<file path="config.mk">
export PLATFORM = sky130hd
export DESIGN_NAME = iox_top
export DESIGN_NICKNAME = d
export VERILOG_FILES = /design/src/iox_pkg.sv /design/src/iox_top.sv /design/src/iox_sync.sv
export SDC_FILE = /design/constraint.sdc
export NUM_CORES = 1
export LEC_CHECK = 0
export BUFFER_PORTS_ARGS = -buffer_cell sky130_fd_sc_hd__clkbuf_2
export CORE_AREA = 2 2 221 223
export CTS_CLUSTER_SIZE = 30
export DETAILED_ROUTE_END_ITERATION = 8
export DIE_AREA = 0 0 223 225
export GPL_TIMING_DRIVEN = 0
export PLACE_DENSITY = 0.6
export SYNTH_ARGS = -nofsm -noshare
export SYNTH_HDL_FRONTEND = slang
export SYNTH_HIERARCHICAL = 1
export SYNTH_SLANG_ARGS = --single-unit
</file>
<file path="constraint.sdc">
create_clock -name CLK -period 2.7 [get_ports CLK]
set_clock_uncertainty 0.05 [all_clocks]
set_input_delay 0.405 -clock CLK [delete_from_list [all_inputs] [get_ports CLK]]
set_output_delay 0.405 -clock CLK [all_outputs]
set_load 0.005 [all_outputs]
</file>
<file path="src/iox_pkg.sv">
// Purpose: shared constants and types for the forty-pin serial-bus expander
// Assumes: five banks of eight pins, six-bit register pointer
// Notes: pointer groups sit at multiples of eight; positions 5..7 are holes

// ============================================================
// package
package iox_pkg;
	// pin organisation
	localparam int BANK_W = 8;
	localparam int NUM_BANKS = 5;
	localparam int PIN_COUNT = NUM_BANKS * BANK_W;
	localparam int PTR_W = 6;
	// synchronised inputs: pins, scl, sda, three selects, oe, reset
	localparam int SYNC_W = PIN_COUNT + 7;

	// command register layout and reset value
	localparam int STEP_BIT = 7;
	localparam logic [7:0] CMD_RESET = 8'h80;
	localparam logic [2:0] LAST_BANK = 3'h4;

	// register group codes (pointer bits 5..3)
	localparam logic [2:0] GRP_LEVEL = 3'h0;
	localparam logic [2:0] GRP_DRIVE = 3'h1;
	localparam logic [2:0] GRP_INVERT = 3'h2;
	localparam logic [2:0] GRP_DIR = 3'h3;
	localparam logic [2:0] GRP_MASK = 3'h4;

	// per-bank reset values; direction one means input
	localparam logic [7:0] DRIVE_RESET = 8'h00;
	localparam logic [7:0] INVERT_RESET = 8'h00;
	localparam logic [7:0] DIR_RESET = 8'hFF;
	localparam logic [7:0] MASK_RESET = 8'h00;

	// bus clock rates served (standard and fast) and the core clock rate
	localparam int SCL_STD_HZ = 100_000;
	localparam int SCL_FAST_HZ = 400_000;
	localparam int CLK_HZ = 50_000_000;

	// bus target states
	typedef enum logic [3:0] {
		ST_IDLE,
		ST_ADDR,
		ST_AACK,
		ST_CMD,
		ST_CACK,
		ST_WDATA,
		ST_WACK,
		ST_RDATA,
		ST_RACK,
		ST_WAIT
	} iox_state_t;
endpackage

</file>
<file path="src/iox_top.sv">
// Purpose: serial-bus target and pin logic of a forty-pin I/O expander
// Assumes: CLK at 50 MHz, far faster than the bus clock; pins open to bench
// Notes: SDA and the alert line are open drain, driven low when enabled
//
// Functional notes
// - forty pins, five banks, each pin directional
// - serves standard and fast bus clock rates
// - three selects pick one of eight addresses
// - address byte low bit selects read
// - first byte after address is command
// - low six command bits form pointer
// - step flag advances low three pointer bits
// - long writes wrap within the group
// - stepping skips reserved positions five to seven
// - step flag clear keeps pointer fixed
// - command resets to step set, rest clear
// - acknowledge writable groups, refuse level group
// - outputs change at data byte acknowledge
// - set invert bit flips value read back
// - unmasked input change pulls alert low
// - drive enable high floats all outputs
// - reset makes every pin an input
// - level registers show pins, writes ignored
// - groups at 00h, 08h, 10h, 18h, 20h

`timescale 1ns/10ps
`default_nettype none

// ============================================================
// top
module iox_top #(
	parameter logic [3:0] ADDR_PREFIX = 4'h4 // fixed upper address bits
) (
	input wire logic CLK,
	input wire logic ARST_N,
	input wire logic RESET_N,
	input wire logic SCL_I,
	input wire logic SDA_I,
	output logic SDA_O,
	output logic SDA_OE,
	input wire logic ADDR_SELECT_0,
	input wire logic ADDR_SELECT_1,
	input wire logic ADDR_SELECT_2,
	input wire logic DRIVE_EN_N,
	input wire logic [iox_pkg::PIN_COUNT-1:0] IO_I,
	output logic [iox_pkg::PIN_COUNT-1:0] IO_O,
	output logic [iox_pkg::PIN_COUNT-1:0] IO_OE,
	output logic INT_O,
	output logic INT_OE
);
	// ============================================================
	// input synchronisation
	// the reset pin starts out asserted so that change detection only arms
	// once real pin levels have come through both stages; starting it idle
	// would show every high pin as a change just after reset
	localparam logic [iox_pkg::SYNC_W-1:0] SYNC_INIT =
		{1'b0, 1'b1, 3'h0, 1'b1, 1'b1, {iox_pkg::PIN_COUNT{1'b0}}};
	logic [iox_pkg::SYNC_W-1:0] sync_q; // synchronised bundle
	logic [iox_pkg::PIN_COUNT-1:0] io_s; // pin levels
	logic scl_s; // bus clock
	logic sda_s; // bus data
	logic [2:0] sel_s; // address straps
	logic oe_n_s; // drive enable, active low
	logic rst_pin_s; // reset pin active

	iox_sync #(
		.W(iox_pkg::SYNC_W),
		.INIT(SYNC_INIT)
	) u_sync (
		.CLK(CLK),
		.ARST_N(ARST_N),
		.D({RESET_N, DRIVE_EN_N, ADDR_SELECT_2, ADDR_SELECT_1,
			ADDR_SELECT_0, SDA_I, SCL_I, IO_I}),
		.Q(sync_q)
	);

	assign io_s = sync_q[iox_pkg::PIN_COUNT-1:0];
	assign scl_s = sync_q[iox_pkg::PIN_COUNT];
	assign sda_s = sync_q[iox_pkg::PIN_COUNT+1];
	assign sel_s = sync_q[iox_pkg::PIN_COUNT+4:iox_pkg::PIN_COUNT+2];
	assign oe_n_s = sync_q[iox_pkg::PIN_COUNT+5];
	assign rst_pin_s = ~sync_q[iox_pkg::PIN_COUNT+6];

	// ============================================================
	// helper decodes
	// bank index inside a group is a real bank
	function automatic logic bank_ok(input logic [iox_pkg::PTR_W-1:0] p);
		bank_ok = (p[2:0] <= iox_pkg::LAST_BANK);
	endfunction

	// pointer aims at a writable bank register
	function automatic logic write_ok(input logic [iox_pkg::PTR_W-1:0] p);
		write_ok = bank_ok(p) && (p[5:3] != iox_pkg::GRP_LEVEL) &&
			(p[5:3] <= iox_pkg::GRP_MASK);
	endfunction

	// ============================================================
	// bus edge detection
	logic scl_d_q; // previous bus clock
	logic sda_d_q; // previous bus data
	logic scl_rise;
	logic scl_fall;
	logic bus_start;
	logic bus_stop;

	// one more stage behind the synchroniser gives clean edges; at 50 MHz
	// a fast-rate clock phase still spans dozens of samples
	always_ff @(posedge CLK or negedge ARST_N) begin
		if (!ARST_N) begin
			scl_d_q <= 1'b1;
			sda_d_q <= 1'b1;
		end else begin
			scl_d_q <= scl_s;
			sda_d_q <= sda_s;
		end
	end

	assign scl_rise = scl_s & ~scl_d_q;
	assign scl_fall = ~scl_s & scl_d_q;
	assign bus_start = scl_s & scl_d_q & sda_d_q & ~sda_s;
	assign bus_stop = scl_s & scl_d_q & ~sda_d_q & sda_s;

	// ============================================================
	// target state machine
	iox_pkg::iox_state_t state_q;
	logic [7:0] shift_q; // received or outgoing byte
	logic [3:0] cnt_q; // bits moved in current byte
	logic full_q; // eight bits received
	logic rw_q; // transfer is a read
	logic mack_q; // master acknowledged last read byte
	logic sda_oe_q; // pulling SDA low
	logic [7:0] cmd_q; // command register
	logic [7:0] rd_byte; // register selected for reading
	logic [6:0] own_addr;
	logic cmd_load;
	logic wr_evt;
	logic rd_load;
	logic rd_done;
	logic step;

	assign own_addr = {ADDR_PREFIX, sel_s};
	assign cmd_load = (state_q == iox_pkg::ST_CMD) & scl_fall & full_q;
	assign wr_evt = (state_q == iox_pkg::ST_WDATA) & scl_fall & full_q &
		write_ok(cmd_q[iox_pkg::PTR_W-1:0]);
	assign rd_load = scl_fall & (((state_q == iox_pkg::ST_AACK) & rw_q) |
		((state_q == iox_pkg::ST_RACK) & mack_q));
	assign rd_done = (state_q == iox_pkg::ST_RDATA) & scl_fall &
		(cnt_q == 4'h8);
	assign step = (wr_evt | rd_done) & cmd_q[iox_pkg::STEP_BIT];

	// sampling on rise, driving on fall; reset pin and stop win over all, then start
	always_ff @(posedge CLK or negedge ARST_N) begin
		if (!ARST_N) begin
			state_q <= iox_pkg::ST_IDLE;
			shift_q <= 8'h00;
			cnt_q <= 4'h0;
			full_q <= 1'b0;
			rw_q <= 1'b0;
			mack_q <= 1'b0;
			sda_oe_q <= 1'b0;
		end else if (rst_pin_s || bus_stop) begin
			state_q <= iox_pkg::ST_IDLE;
			sda_oe_q <= 1'b0;
		end else if (bus_start) begin
			// repeated start also lands here
			state_q <= iox_pkg::ST_ADDR;
			cnt_q <= 4'h0;
			full_q <= 1'b0;
			sda_oe_q <= 1'b0;
		end else begin
			case (state_q)
				iox_pkg::ST_ADDR, iox_pkg::ST_CMD, iox_pkg::ST_WDATA: begin
					if (scl_rise) begin
						shift_q <= {shift_q[6:0], sda_s};
						cnt_q <= cnt_q + 4'h1;
						full_q <= (cnt_q == 4'h7);
					end else if (scl_fall && full_q) begin
						cnt_q <= 4'h0;
						full_q <= 1'b0;
						if (state_q == iox_pkg::ST_ADDR) begin
							if (shift_q[7:1] == own_addr) begin
								rw_q <= shift_q[0];
								sda_oe_q <= 1'b1;
								state_q <= iox_pkg::ST_AACK;
							end else begin
								state_q <= iox_pkg::ST_WAIT;
							end
						end else if (state_q == iox_pkg::ST_CMD) begin
							sda_oe_q <= 1'b1;
							state_q <= iox_pkg::ST_CACK;
						end else begin
							// level group and holes get no acknowledge
							sda_oe_q <= write_ok(cmd_q[5:0]);
							state_q <= iox_pkg::ST_WACK;
						end
					end
				end
				iox_pkg::ST_AACK: begin
					if (scl_fall) begin
						if (rw_q) begin
							shift_q <= rd_byte;
							sda_oe_q <= ~rd_byte[7];
							cnt_q <= 4'h1;
							state_q <= iox_pkg::ST_RDATA;
						end else begin
							sda_oe_q <= 1'b0;
							state_q <= iox_pkg::ST_CMD;
						end
					end
				end
				iox_pkg::ST_CACK, iox_pkg::ST_WACK: begin
					// release after the acknowledge clock, more data follows
					if (scl_fall) begin
						sda_oe_q <= 1'b0;
						state_q <= iox_pkg::ST_WDATA;
					end
				end
				iox_pkg::ST_RDATA: begin
					if (scl_fall) begin
						if (cnt_q == 4'h8) begin
							sda_oe_q <= 1'b0;
							state_q <= iox_pkg::ST_RACK;
						end else begin
							shift_q <= {shift_q[6:0], 1'b0};
							sda_oe_q <= ~shift_q[6];
							cnt_q <= cnt_q + 4'h1;
						end
					end
				end
				iox_pkg::ST_RACK: begin
					if (scl_rise) begin
						mack_q <= ~sda_s;
					end else if (scl_fall) begin
						if (mack_q) begin
							shift_q <= rd_byte;
							sda_oe_q <= ~rd_byte[7];
							cnt_q <= 4'h1;
							state_q <= iox_pkg::ST_RDATA;
						end else begin
							state_q <= iox_pkg::ST_WAIT;
						end
					end
				end
				iox_pkg::ST_WAIT: begin
					sda_oe_q <= 1'b0;
				end
				default: begin
					state_q <= iox_pkg::ST_IDLE;
				end
			endcase
		end
	end

	assign SDA_O = 1'b0;
	assign SDA_OE = sda_oe_q;

	// ============================================================
	// command register and pointer
	// the master is trusted to use defined codes only; a hole still
	// reads as zero and refuses writes, so nothing breaks
	always_ff @(posedge CLK or negedge ARST_N) begin
		if (!ARST_N) begin
			cmd_q <= iox_pkg::CMD_RESET;
		end else if (rst_pin_s) begin
			cmd_q <= iox_pkg::CMD_RESET;
		end else if (cmd_load) begin
			cmd_q <= shift_q;
		end else if (step) begin
			// only the bank bits move, so the group never changes
			if (cmd_q[2:0] >= iox_pkg::LAST_BANK) begin
				cmd_q[2:0] <= 3'h0;
			end else begin
				cmd_q[2:0] <= cmd_q[2:0] + 3'h1;
			end
		end
		// step flag clear: pointer held as is
	end

	// ============================================================
	// bank registers
	logic [7:0] drive_value_regs [iox_pkg::NUM_BANKS];
	logic [7:0] invert_regs [iox_pkg::NUM_BANKS];
	logic [7:0] direction_regs [iox_pkg::NUM_BANKS];
	logic [7:0] alert_mask_regs [iox_pkg::NUM_BANKS];
	logic [iox_pkg::PIN_COUNT-1:0] drive_flat;
	logic [iox_pkg::PIN_COUNT-1:0] inv_flat;
	logic [iox_pkg::PIN_COUNT-1:0] dir_flat; // one means input
	logic [iox_pkg::PIN_COUNT-1:0] mask_flat;
	logic [iox_pkg::PIN_COUNT-1:0] level_flat; // pins after inversion

	// written at the fall that opens the acknowledge clock
	always_ff @(posedge CLK or negedge ARST_N) begin
		if (!ARST_N) begin
			for (int b = 0; b < iox_pkg::NUM_BANKS; b++) begin
				drive_value_regs[b] <= iox_pkg::DRIVE_RESET;
				invert_regs[b] <= iox_pkg::INVERT_RESET;
				direction_regs[b] <= iox_pkg::DIR_RESET;
				alert_mask_regs[b] <= iox_pkg::MASK_RESET;
			end
		end else if (rst_pin_s) begin
			for (int b = 0; b < iox_pkg::NUM_BANKS; b++) begin
				drive_value_regs[b] <= iox_pkg::DRIVE_RESET;
				invert_regs[b] <= iox_pkg::INVERT_RESET;
				direction_regs[b] <= iox_pkg::DIR_RESET;
				alert_mask_regs[b] <= iox_pkg::MASK_RESET;
			end
		end else if (wr_evt) begin
			case (cmd_q[5:3])
				iox_pkg::GRP_DRIVE: drive_value_regs[cmd_q[2:0]] <= shift_q;
				iox_pkg::GRP_INVERT: invert_regs[cmd_q[2:0]] <= shift_q;
				iox_pkg::GRP_DIR: direction_regs[cmd_q[2:0]] <= shift_q;
				iox_pkg::GRP_MASK: alert_mask_regs[cmd_q[2:0]] <= shift_q;
				default: begin
					// level group is never written
				end
			endcase
		end
	end

	// flatten per-bank registers onto pin vectors
	for (genvar b = 0; b < iox_pkg::NUM_BANKS; b++) begin : g_bank
		assign drive_flat[b*iox_pkg::BANK_W +: iox_pkg::BANK_W] =
			drive_value_regs[b];
		assign inv_flat[b*iox_pkg::BANK_W +: iox_pkg::BANK_W] = invert_regs[b];
		assign dir_flat[b*iox_pkg::BANK_W +: iox_pkg::BANK_W] =
			direction_regs[b];
		assign mask_flat[b*iox_pkg::BANK_W +: iox_pkg::BANK_W] =
			alert_mask_regs[b];
	end

	// levels read back whatever the direction
	assign level_flat = io_s ^ inv_flat;

	// read selection; holes and unknown groups read zero
	always_comb begin
		rd_byte = 8'h00;
		if (bank_ok(cmd_q[5:0])) begin
			case (cmd_q[5:3])
				iox_pkg::GRP_LEVEL: rd_byte = level_flat[{cmd_q[2:0], 3'h0} +: 8];
				iox_pkg::GRP_DRIVE: rd_byte = drive_value_regs[cmd_q[2:0]];
				iox_pkg::GRP_INVERT: rd_byte = invert_regs[cmd_q[2:0]];
				iox_pkg::GRP_DIR: rd_byte = direction_regs[cmd_q[2:0]];
				iox_pkg::GRP_MASK: rd_byte = alert_mask_regs[cmd_q[2:0]];
				default: rd_byte = 8'h00;
			endcase
		end
	end

	// ============================================================
	// pin drivers
	logic [iox_pkg::PIN_COUNT-1:0] io_oe_q;

	// output enable registered so pins never glitch on decode
	always_ff @(posedge CLK or negedge ARST_N) begin
		if (!ARST_N) begin
			io_oe_q <= '0;
		end else if (oe_n_s) begin
			io_oe_q <= '0;
		end else begin
			io_oe_q <= ~dir_flat;
		end
	end

	assign IO_O = drive_flat;
	assign IO_OE = io_oe_q;

	// ============================================================
	// change alert
	logic [iox_pkg::PIN_COUNT-1:0] prev_q; // last seen pin levels
	logic [iox_pkg::PIN_COUNT-1:0] pend_q; // changes not yet read
	logic [iox_pkg::PIN_COUNT-1:0] chg;
	logic [iox_pkg::PIN_COUNT-1:0] clr;
	logic prime_q; // prev_q holds real levels

	// a read of a level bank clears its pending bits; without prime_q
	// every high pin would look like a change just after reset
	assign chg = prime_q ? ((io_s ^ prev_q) & dir_flat & ~mask_flat) : '0;
	assign clr = (rd_load && cmd_q[5:3] == iox_pkg::GRP_LEVEL &&
		bank_ok(cmd_q[5:0])) ?
		({{(iox_pkg::PIN_COUNT-8){1'b0}}, 8'hFF} << {cmd_q[2:0], 3'h0}) : '0;

	always_ff @(posedge CLK or negedge ARST_N) begin
		if (!ARST_N) begin
			prev_q <= '0;
			pend_q <= '0;
			prime_q <= 1'b0;
		end else if (rst_pin_s) begin
			pend_q <= '0;
			prime_q <= 1'b0;
		end else begin
			prev_q <= io_s;
			prime_q <= 1'b1;
			pend_q <= (pend_q & ~clr) | chg;
		end
	end

	assign INT_O = 1'b0;
	assign INT_OE = |(pend_q & ~mask_flat);

	// ============================================================
	// assertions
	a_addr_match: assert property (@(posedge CLK) disable iff (!ARST_N)
		(state_q == iox_pkg::ST_AACK) |-> (shift_q[7:1] == own_addr))
		else $error("acknowledged a foreign address");

	a_cmd_store: assert property (@(posedge CLK) disable iff (!ARST_N)
		(cmd_load && !rst_pin_s) |=> (cmd_q == $past(shift_q)))
		else $error("command byte not stored");

	a_step_wrap: assert property (@(posedge CLK) disable iff (!ARST_N)
		(step && !rst_pin_s && cmd_q[2:0] == 3'h4) |=> (cmd_q[2:0] == 3'h0))
		else $error("pointer did not wrap after last bank");

	a_step_next: assert property (@(posedge CLK) disable iff (!ARST_N)
		(step && !rst_pin_s && cmd_q[2:0] < 3'h4) |=>
		(cmd_q[2:0] == $past(cmd_q[2:0]) + 3'h1) && $stable(cmd_q[5:3]))
		else $error("pointer did not advance by one");

	a_fixed_hold: assert property (@(posedge CLK) disable iff (!ARST_N)
		((wr_evt || rd_done) && !cmd_q[7] && !rst_pin_s) |=> $stable(cmd_q))
		else $error("pointer moved with step flag clear");

	a_nack_level: assert property (@(posedge CLK) disable iff (!ARST_N)
		(state_q == iox_pkg::ST_WACK && cmd_q[5:3] == iox_pkg::GRP_LEVEL)
		|-> !sda_oe_q)
		else $error("write to level register acknowledged");

	a_out_at_ack: assert property (@(posedge CLK) disable iff (!ARST_N)
		(wr_evt && !rst_pin_s && cmd_q[5:0] == 6'h08) |=>
		(IO_O[7:0] == $past(shift_q)) && sda_oe_q)
		else $error("bank zero output not updated at acknowledge");

	a_invert_read: assert property (@(posedge CLK) disable iff (!ARST_N)
		(rd_load && !bus_start && !bus_stop && !rst_pin_s &&
		cmd_q[5:0] == 6'h00) |=>
		(shift_q == $past(io_s[7:0] ^ invert_regs[0])))
		else $error("level read not inverted per polarity");

	a_oe_float: assert property (@(posedge CLK) disable iff (!ARST_N)
		oe_n_s |=> (IO_OE == '0))
		else $error("outputs driven while drive enable high");

	a_reset_inputs: assert property (@(posedge CLK) disable iff (!ARST_N)
		rst_pin_s |=> ##1 (IO_OE == '0) && (cmd_q == iox_pkg::CMD_RESET))
		else $error("reset did not return pins to inputs");

	a_alert_raise: assert property (@(posedge CLK) disable iff (!ARST_N)
		(chg != '0 && !rst_pin_s) |=> (INT_OE || $changed(mask_flat)))
		else $error("unmasked input change did not raise alert");
endmodule

`default_nettype wire

</file>
<file path="src/iox_sync.sv">
// Purpose: two-flop synchroniser for a bundle of asynchronous inputs
// Assumes: each bit is independent; no multi-bit coherency needed
// Notes: reset value per bit comes from INIT; the top starts its reset pin asserted

`timescale 1ns/10ps
`default_nettype none

// ============================================================
// synchroniser
module iox_sync #(
	parameter int W = 1,
	parameter logic [W-1:0] INIT = '0
) (
	input wire logic CLK,
	input wire logic ARST_N,
	input wire logic [W-1:0] D,
	output logic [W-1:0] Q
);
	logic [W-1:0] meta_q; // first stage, read only by the second

	// two stages, nothing looks at the first one
	always_ff @(posedge CLK or negedge ARST_N) begin
		if (!ARST_N) begin
			meta_q <= INIT;
			Q <= INIT;
		end else begin
			meta_q <= D;
			Q <= meta_q;
		end
	end
endmodule

`default_nettype wire

</file>
# Word-level counts from Yosys, hierarchy flattened
# Cells that the tools add are included.
[totals]
output_inout_bits = 84
in_bits = 49
regBits = 405
wordCells = 263
[op_classes]
order_cmp = 5
n_mux = 98
eq_ne = 50
reduce_logical = 28
n_addsub = 2
shifts = 2
bitwise = 41
[ops]
columns = ["cell", "count"]
rows = [
  ["$mux W40", 16],
  ["$and A40 B40 Y40", 4],
  ["$bwmux W40", 4],
  ["$mux W8", 19],
  ["$not A40 Y40", 3],
  ["$bmux W8 S3", 4],
  ["$mux W4", 23],
  ["$xor A40 B40 Y40", 2],
  ["$or A40 B40 Y40", 1],
  ["$pmux W8 S5", 1],
  ["$reduce_or A40 Y1", 1],
  ["$shiftx A40 B7 Y8", 1],
  ["$shl A8 B6 Y40 const A", 1],
  ["$pmux W8 S4", 1],
  ["$ne A2 B2 Y1 const B", 14],
  ["$ne A3 B3 Y1 const B", 9],
  ["$demux W8 S3", 1],
  ["$pmux W4 S6", 1],
  ["$eq A4 B3 Y1 const B", 5],
  ["$mux W1", 20],
  ["$ne A4 B3 Y1 const B", 5],
  ["$reduce_and A10 Y1", 2],
  ["$and A1 B1 Y1", 18],
  ["$ne A4 B4 Y1 const B", 4],
  ["other kinds (39)", 66],
]

# Longest topological paths before layout
[depth]
word_depth = 13
mapped_depth = 10
depth_no_buf = 8

# By module
# Netlist, hierarchy kept.
[by_module_without_submodules]
columns = ["mod", "cells_per_inst", "instances", "area_per_inst_um2", "seq_area_each_um2"]
rows = [
  ["iox_top", 1703, 1, 16512.1, 7811.2],
  ["iox_sync", 94, 1, 2359.8, 2359.8],
]

# Worst setup path after synthesis
# OpenSTA, ideal clock, no wires.
[synth_path]
kind = "reg-to-reg"
startpoint = "register cmd_q[0]"
endpoint = "register drive_value_regs, in the netlist IO_O[25]"
path_slack_ns = 0.268
stages_incl_launch_ff = 11
n_path_buf = 2
period_less_slack_ns = 2.432
required_time_ns = 2.530
arrival_time_ns = 2.262
setup_ns = 0.120
cell_sequence = "dfrtp_1 > inv_1 > buf_2 > ha_1 > nand2b_1 > nand3_4 > nor3_4 > and2_1 > buf_4 > mux2i_1 > nor2b_1"
[synth_between]
elab_chain_cells = 9
word_cells_on_any_way = 16
cone_classes = "order compare (3); eq/ne (1); mux (6); bitwise (2); reduce/logical (4)"
[synth_lines]
columns = ["item", "line", "source"]
rows = [
  ["start, declared", "iox_top.sv:132", "logic [7:0] cmd_q;"],
  ["start signal, assigned", "iox_top.sv:263", "cmd_q <= iox_pkg::CMD_RESET;"],
  ["start signal, assigned", "iox_top.sv:265", "cmd_q <= iox_pkg::CMD_RESET;"],
  ["start signal, assigned", "iox_top.sv:267", "cmd_q <= shift_q;"],
  ["$not A3 Y4 (implied by the code)", "iox_top.sv:309", "iox_pkg::GRP_DRIVE: drive_value_regs[cmd_q[2:0]] <= shift_q;"],
  ["$ge A4 B4 Y1 (implied by the code) / $lt A4 B1 Y1 (equally long branches)", "iox_top.sv:309", ""],
  ["$logic_and A1 B1 Y1 (implied by the code)", "iox_top.sv:309", ""],
  ["$mux W8 (implied by the code)", "iox_top.sv:309", ""],
  ["$demux W8 S3", "iox_top.sv:309", ""],
  ["$bwmux W40", "iox_top.sv:309", ""],
  ["$mux W40", "iox_top.sv:308", "case (cmd_q[5:3])"],
  ["$mux W40", "iox_top.sv:307", "end else if (wr_evt) begin"],
  ["$mux W40", "iox_top.sv:300", "end else if (rst_pin_s) begin"],
  ["end signal, assigned by index", "iox_top.sv:295", "drive_value_regs[b] <= iox_pkg::DRIVE_RESET;"],
  ["end signal, assigned by index", "iox_top.sv:302", "drive_value_regs[b] <= iox_pkg::DRIVE_RESET;"],
  ["end signal, assigned by index", "iox_top.sv:309", ""],
  ["end, declared", "iox_top.sv:281", "logic [7:0] drive_value_regs [iox_pkg::NUM_BANKS];"],
]
# Several ways; a longest one is shown, not always the timed one. The select of a mux whose other input is x is not followed.
# A chain may end at the register's enable or synchronous reset.

# Worst setup path in the final report
[layout_path]
startpoint = "register scl_d_q"
endpoint = "register alert_mask_regs[1] in the netlist's numbering"
[layout_between]
elab_chain_cells = 6
[layout_lines]
columns = ["item", "line", "source"]
rows = [
  ["start, declared", "iox_top.sv:99", "logic scl_d_q;"],
  ["start signal, assigned", "iox_top.sv:113", "scl_d_q <= scl_s;"],
  ["$and A1 B1 Y1", "iox_top.sv:119", "assign scl_fall = ~scl_s & scl_d_q;"],
  ["$and A1 B1 Y1 (3 in a row)", "iox_top.sv:143", "assign wr_evt = (state_q == iox_pkg::ST_WDATA) & scl_fall & full_q &"],
  ["$ne A2 B2 Y1 (no line)", "n/a", ""],
  ["$reduce_and A2 Y1 (no line)", "n/a", ""],
  ["end signal, assigned by index", "iox_top.sv:298", "alert_mask_regs[b] <= iox_pkg::MASK_RESET;"],
  ["end signal, assigned by index", "iox_top.sv:305", "alert_mask_regs[b] <= iox_pkg::MASK_RESET;"],
  ["end signal, assigned by index", "iox_top.sv:312", "iox_pkg::GRP_MASK: alert_mask_regs[cmd_q[2:0]] <= shift_q;"],
  ["end, declared", "iox_top.sv:284", "logic [7:0] alert_mask_regs [iox_pkg::NUM_BANKS];"],
]
# No other way between the ends.

==> impl_results.md <==
* Largest family of logic cells by synthesized area: simple AND/OR/NAND/NOR gates
* Combinational Power Share at 20.1%
* Routability cong. at 0.983
* Routed len/inst at 25.9 um
* WS Path Type: reg -> reg
* Die ar. at 0.0502 mm^2
* Leakage at 9.65 nW
* Synth top area share at 47.1%
* Antenna violations before repair at 1
* Sequential share of power at 43.5%
* Synth Register Bits at 404
* Most common cell after layout, fill and taps aside: dfrtp_1
* Max stage delay on crit path at 0.58 ns
* Worst path required time at 3.14 ns
* Post-Synth XOR/XNOR Area at 3.99%
* Cell variety after synth at 77
* TNS Setup at -0.176 ns
* NumNets Final at 2108
* # fillers at 4366
* Total Wirelength at 70000 um
* Buf/Inv on CP at 1
* Rows at 80
* Core ar. at 0.0475 mm^2
* Die width at 223 um
* Post-synthesis mux area share at 8.90%
* Crit path DAT at 3.20 ns
* Util after Layout at 48.3%
* Adder-Cell Fraction of Synth Area at 0.464%
* Grt ovf at 0
* Mapped cell area at 0.0189 mm^2
* Synthesized netlist cell count at 1797
* Number of flops mapped to enable cells by yosys at 0
* NetSw at 5.62 mW
* Int Power at 11.6 mW
* Die Ht at 225 um
* Critical path cell sequence: clkbuf_2 -> nand3b_1 -> nor3b_2 -> nand3_1 -> nor2_1 -> nand2_1 -> a21boi_0
* Number of H-tree levels at 2
* CTS clock-pin slew for the worst setup and hold paths at 0.06 ns
* CP Launch Type: register
* Worst Max-Slew Pin Slew at 1.14 ns
* Ys async rst share at 100%
* I/O pin count at 133
* Largest net degree at the start of global routing at 120
* Setup ws final at -0.0655 ns
* Root buffer cell: clkbuf_16
* Crit path capture type: register
* Period utilization at 102%
* Synth Area in Simple Gates at 15.9%
* Commonest cells after routing, fill and taps aside: dfrtp_1, nand2_1, clkbuf_2
* Vias in the first global route at 15300
* CTS Buffer Depth at 3
* Peak Freq at 0.362 GHz
* Pre-antenna DRT Iters at 5
* Pwr per Cell Area at 749 mW/mm^2
* Ys Warns at 6
* Final worst path period need at 2.77 ns
* HPWL after DPL at 50400 um
* Layout area overhead at 21.7%
* Total power at 17.2 mW
* Clock share of power at 36.4%
* Status: finished, violations left
* Area leader, netlist: dfrtp_1
* Clk sinks at 404
* Mapped Avg Cell Area at 10.5 um^2
* Worst min-delay path class: reg -> reg
* Synth Flop Type: dfrtp_1
* Via Count at 15600
* Via-per-instance ratio at 5.77
* Violated checks: setup timing
* Total of max-cap violations at 0
* Final setup fails at 8
* Setup repair after global routing missed its margin: true
* Worst hold slack at 0.298 ns
* TritonCTS buffer count at 45
* Top cells by area, synth: dfrtp_1, dfstp_2, nand2_1
* DRC Markers at 0
* Slowest library cell on the worst path: nor2_1
* First-pass GRT wire length at 102000 um
* Initial drt markers at 1542
* Register area share after synthesis at 53.9%
* Total GRT Usage at 28.0%
* Maximum VDD drop at 0.565 mV
* Crit Path Max Fanout at 9
* Synth Area in Compound Gates at 13.0%
* Final hold vios at 0
* IO Port Bufs at 130
* Clk_lat worst skew at 0.61 ns
* Layout cells sized above 1 at 22.9%
* Post-route ant nets at 0
* CTS tree: yes
* Sw Ratio at 32.7%
* Slew Limit Fails at 0
* Top delay family on crit path: simple AND/OR/NAND/NOR gates
* Starting Density at 39.7%
* Slew headroom at 23.2%
[logic make-up (layout without fill, tap and decap cells)]
| family | Yosys count | count (layout) |
|---|---|---|
| and+or+nand+nor | 616 | 616 |
| DFF | 404 | 404 |
| AOI/OAI and AO/OA | 379 | 379 |
| buffers and inverters | 172 | 463 |
| muxes | 132 | 132 |
| xor gates and xnor gates | 86 | 86 |
| adders and majority gates | 7 | 7 |
| other | 1 | 3 |
[synth_stat cells, types with 3 or more instances]
master / number
nand3_1: 74
a22oi_1: 26
nor3b_1: 5
dfrtp_1: 355
nand2b_1: 9
nor4_1: 7
a21boi_1: 4
o221ai_1: 3
a31oi_1: 4
clkbuf_1: 69
nand2_1: 229
or2_2: 4
o21a_1: 3
nor3_1: 56
ha_1: 7
a21oi_1: 111
o21ai_0: 28
a221oi_1: 5
o22ai_1: 72
o21ai_1: 4
a22o_1: 3
mux2_2: 56
or3_1: 3
nor2b_1: 78
buf_2: 31
nand4_1: 4
buf_4: 9
nand3b_1: 7
nor2_1: 106
buf_1: 12
mux2i_1: 53
o211ai_1: 3
mux4_2: 23
and2_1: 9
nand4b_1: 3
xor2_1: 11
and2b_2: 3
dfstp_2: 49
a21boi_0: 88
inv_1: 47
xnor2_1: 75
a211oi_1: 4
[power groups by stage]
stage | Combinational, mW | Sequential [mW] | Clock [mW]
final | 3.46 | 7.48 | 6.27
after detailed placement | 3.16 | 7.55 | 0
after floorplan | 1.79 | 7.25 | 0
after CTS | 3.34 | 7.45 | 6.37
after global placement | 3.12 | 7.54 | 0
after global routing | 3.63 | 7.53 | 6.63
[through the flow]
| stage | area [um^2] | worst slack (ns) | cells |
|---|---|---|---|
| 2_1_floorplan | 18900 | 0.268 | 1798 |
| 6_report | 23000 | -0.0655 | 2705 |
| 3_5_place_dp | 20400 | -0.898 | 2546 |
| 3_3_place_gp | 20300 | -7.84 | 2543 |
| 4_1_cts | 22800 | -0.121 | 2693 |
| 5_1_grt | 23000 | -0.144 | 2704 |
[layer usage]
metal | GRT usage [%] | share of wire [%] | up-vias
met4 | 13.1 | 4.7 | 0
met1 | 38.5 | 42 | 7833
met5 | 0 | 0 | -
met3 | 5.23 | 8.3 | 164
met2 | 43.1 | 45 | 848
li1 | - | - | 6755
[sequential cells by signal, summed over array words and instances (netlist names), 4 cells and up]
signal / cells
u_sync/Q: 47
u_sync/meta_q: 47
IO_OE: 40
IO_O: 40
alert_mask_regs: 40
dir_flat: 40
inv_flat: 40
pend_q: 40
prev_q: 40
shift_q: 8
cmd_q: 7
cnt_q: 4
state_q: 4
[final cells by class]
| class | instances | area (um^2) | area share (%) |
|---|---|---|---|
| diodes | 1 | 2.50 | 0.0109 |
| clock buffers | 57 | 1230 | 5.36 |
| repair buffers | 209 | 1540 | 6.70 |
| well taps | 615 | 769 | 3.35 |
| inverters | 48 | 186 | 0.812 |
| flip-flops and latches | 404 | 10200 | 44.3 |
| plain buffers | 122 | 631 | 2.75 |
| multi-input cells | 1222 | 8150 | 35.5 |
| clock inverters | 27 | 289 | 1.26 |
[worst paths after layout]
path	start	endpoint	slack (ns)	cells after the start
max	scl_d_q	alert_mask_regs[1]	-0.07	7
min	u_sync/meta_q[26]	u_sync/Q[26]	0.30	0
max reg2reg	scl_d_q	alert_mask_regs[1]	-0.07	7
min reg2reg	u_sync/meta_q[26]	u_sync/Q[26]	0.30	0
max in group asynchronous	ARST_N	dir_flat[29]	0.73	4
min in group asynchronous	ARST_N	IO_O[30]	0.43	2
[timing repair]
action	in CTS	in global routing
endpoints found under the hold margin	142	0
hold buffers	48	0
buffers inserted	17	10
resized for setup	55	32
cloned	0	1
endpoints found under the setup margin	236	165
pin swaps	10	3
(Power assumes the default switching activity.)
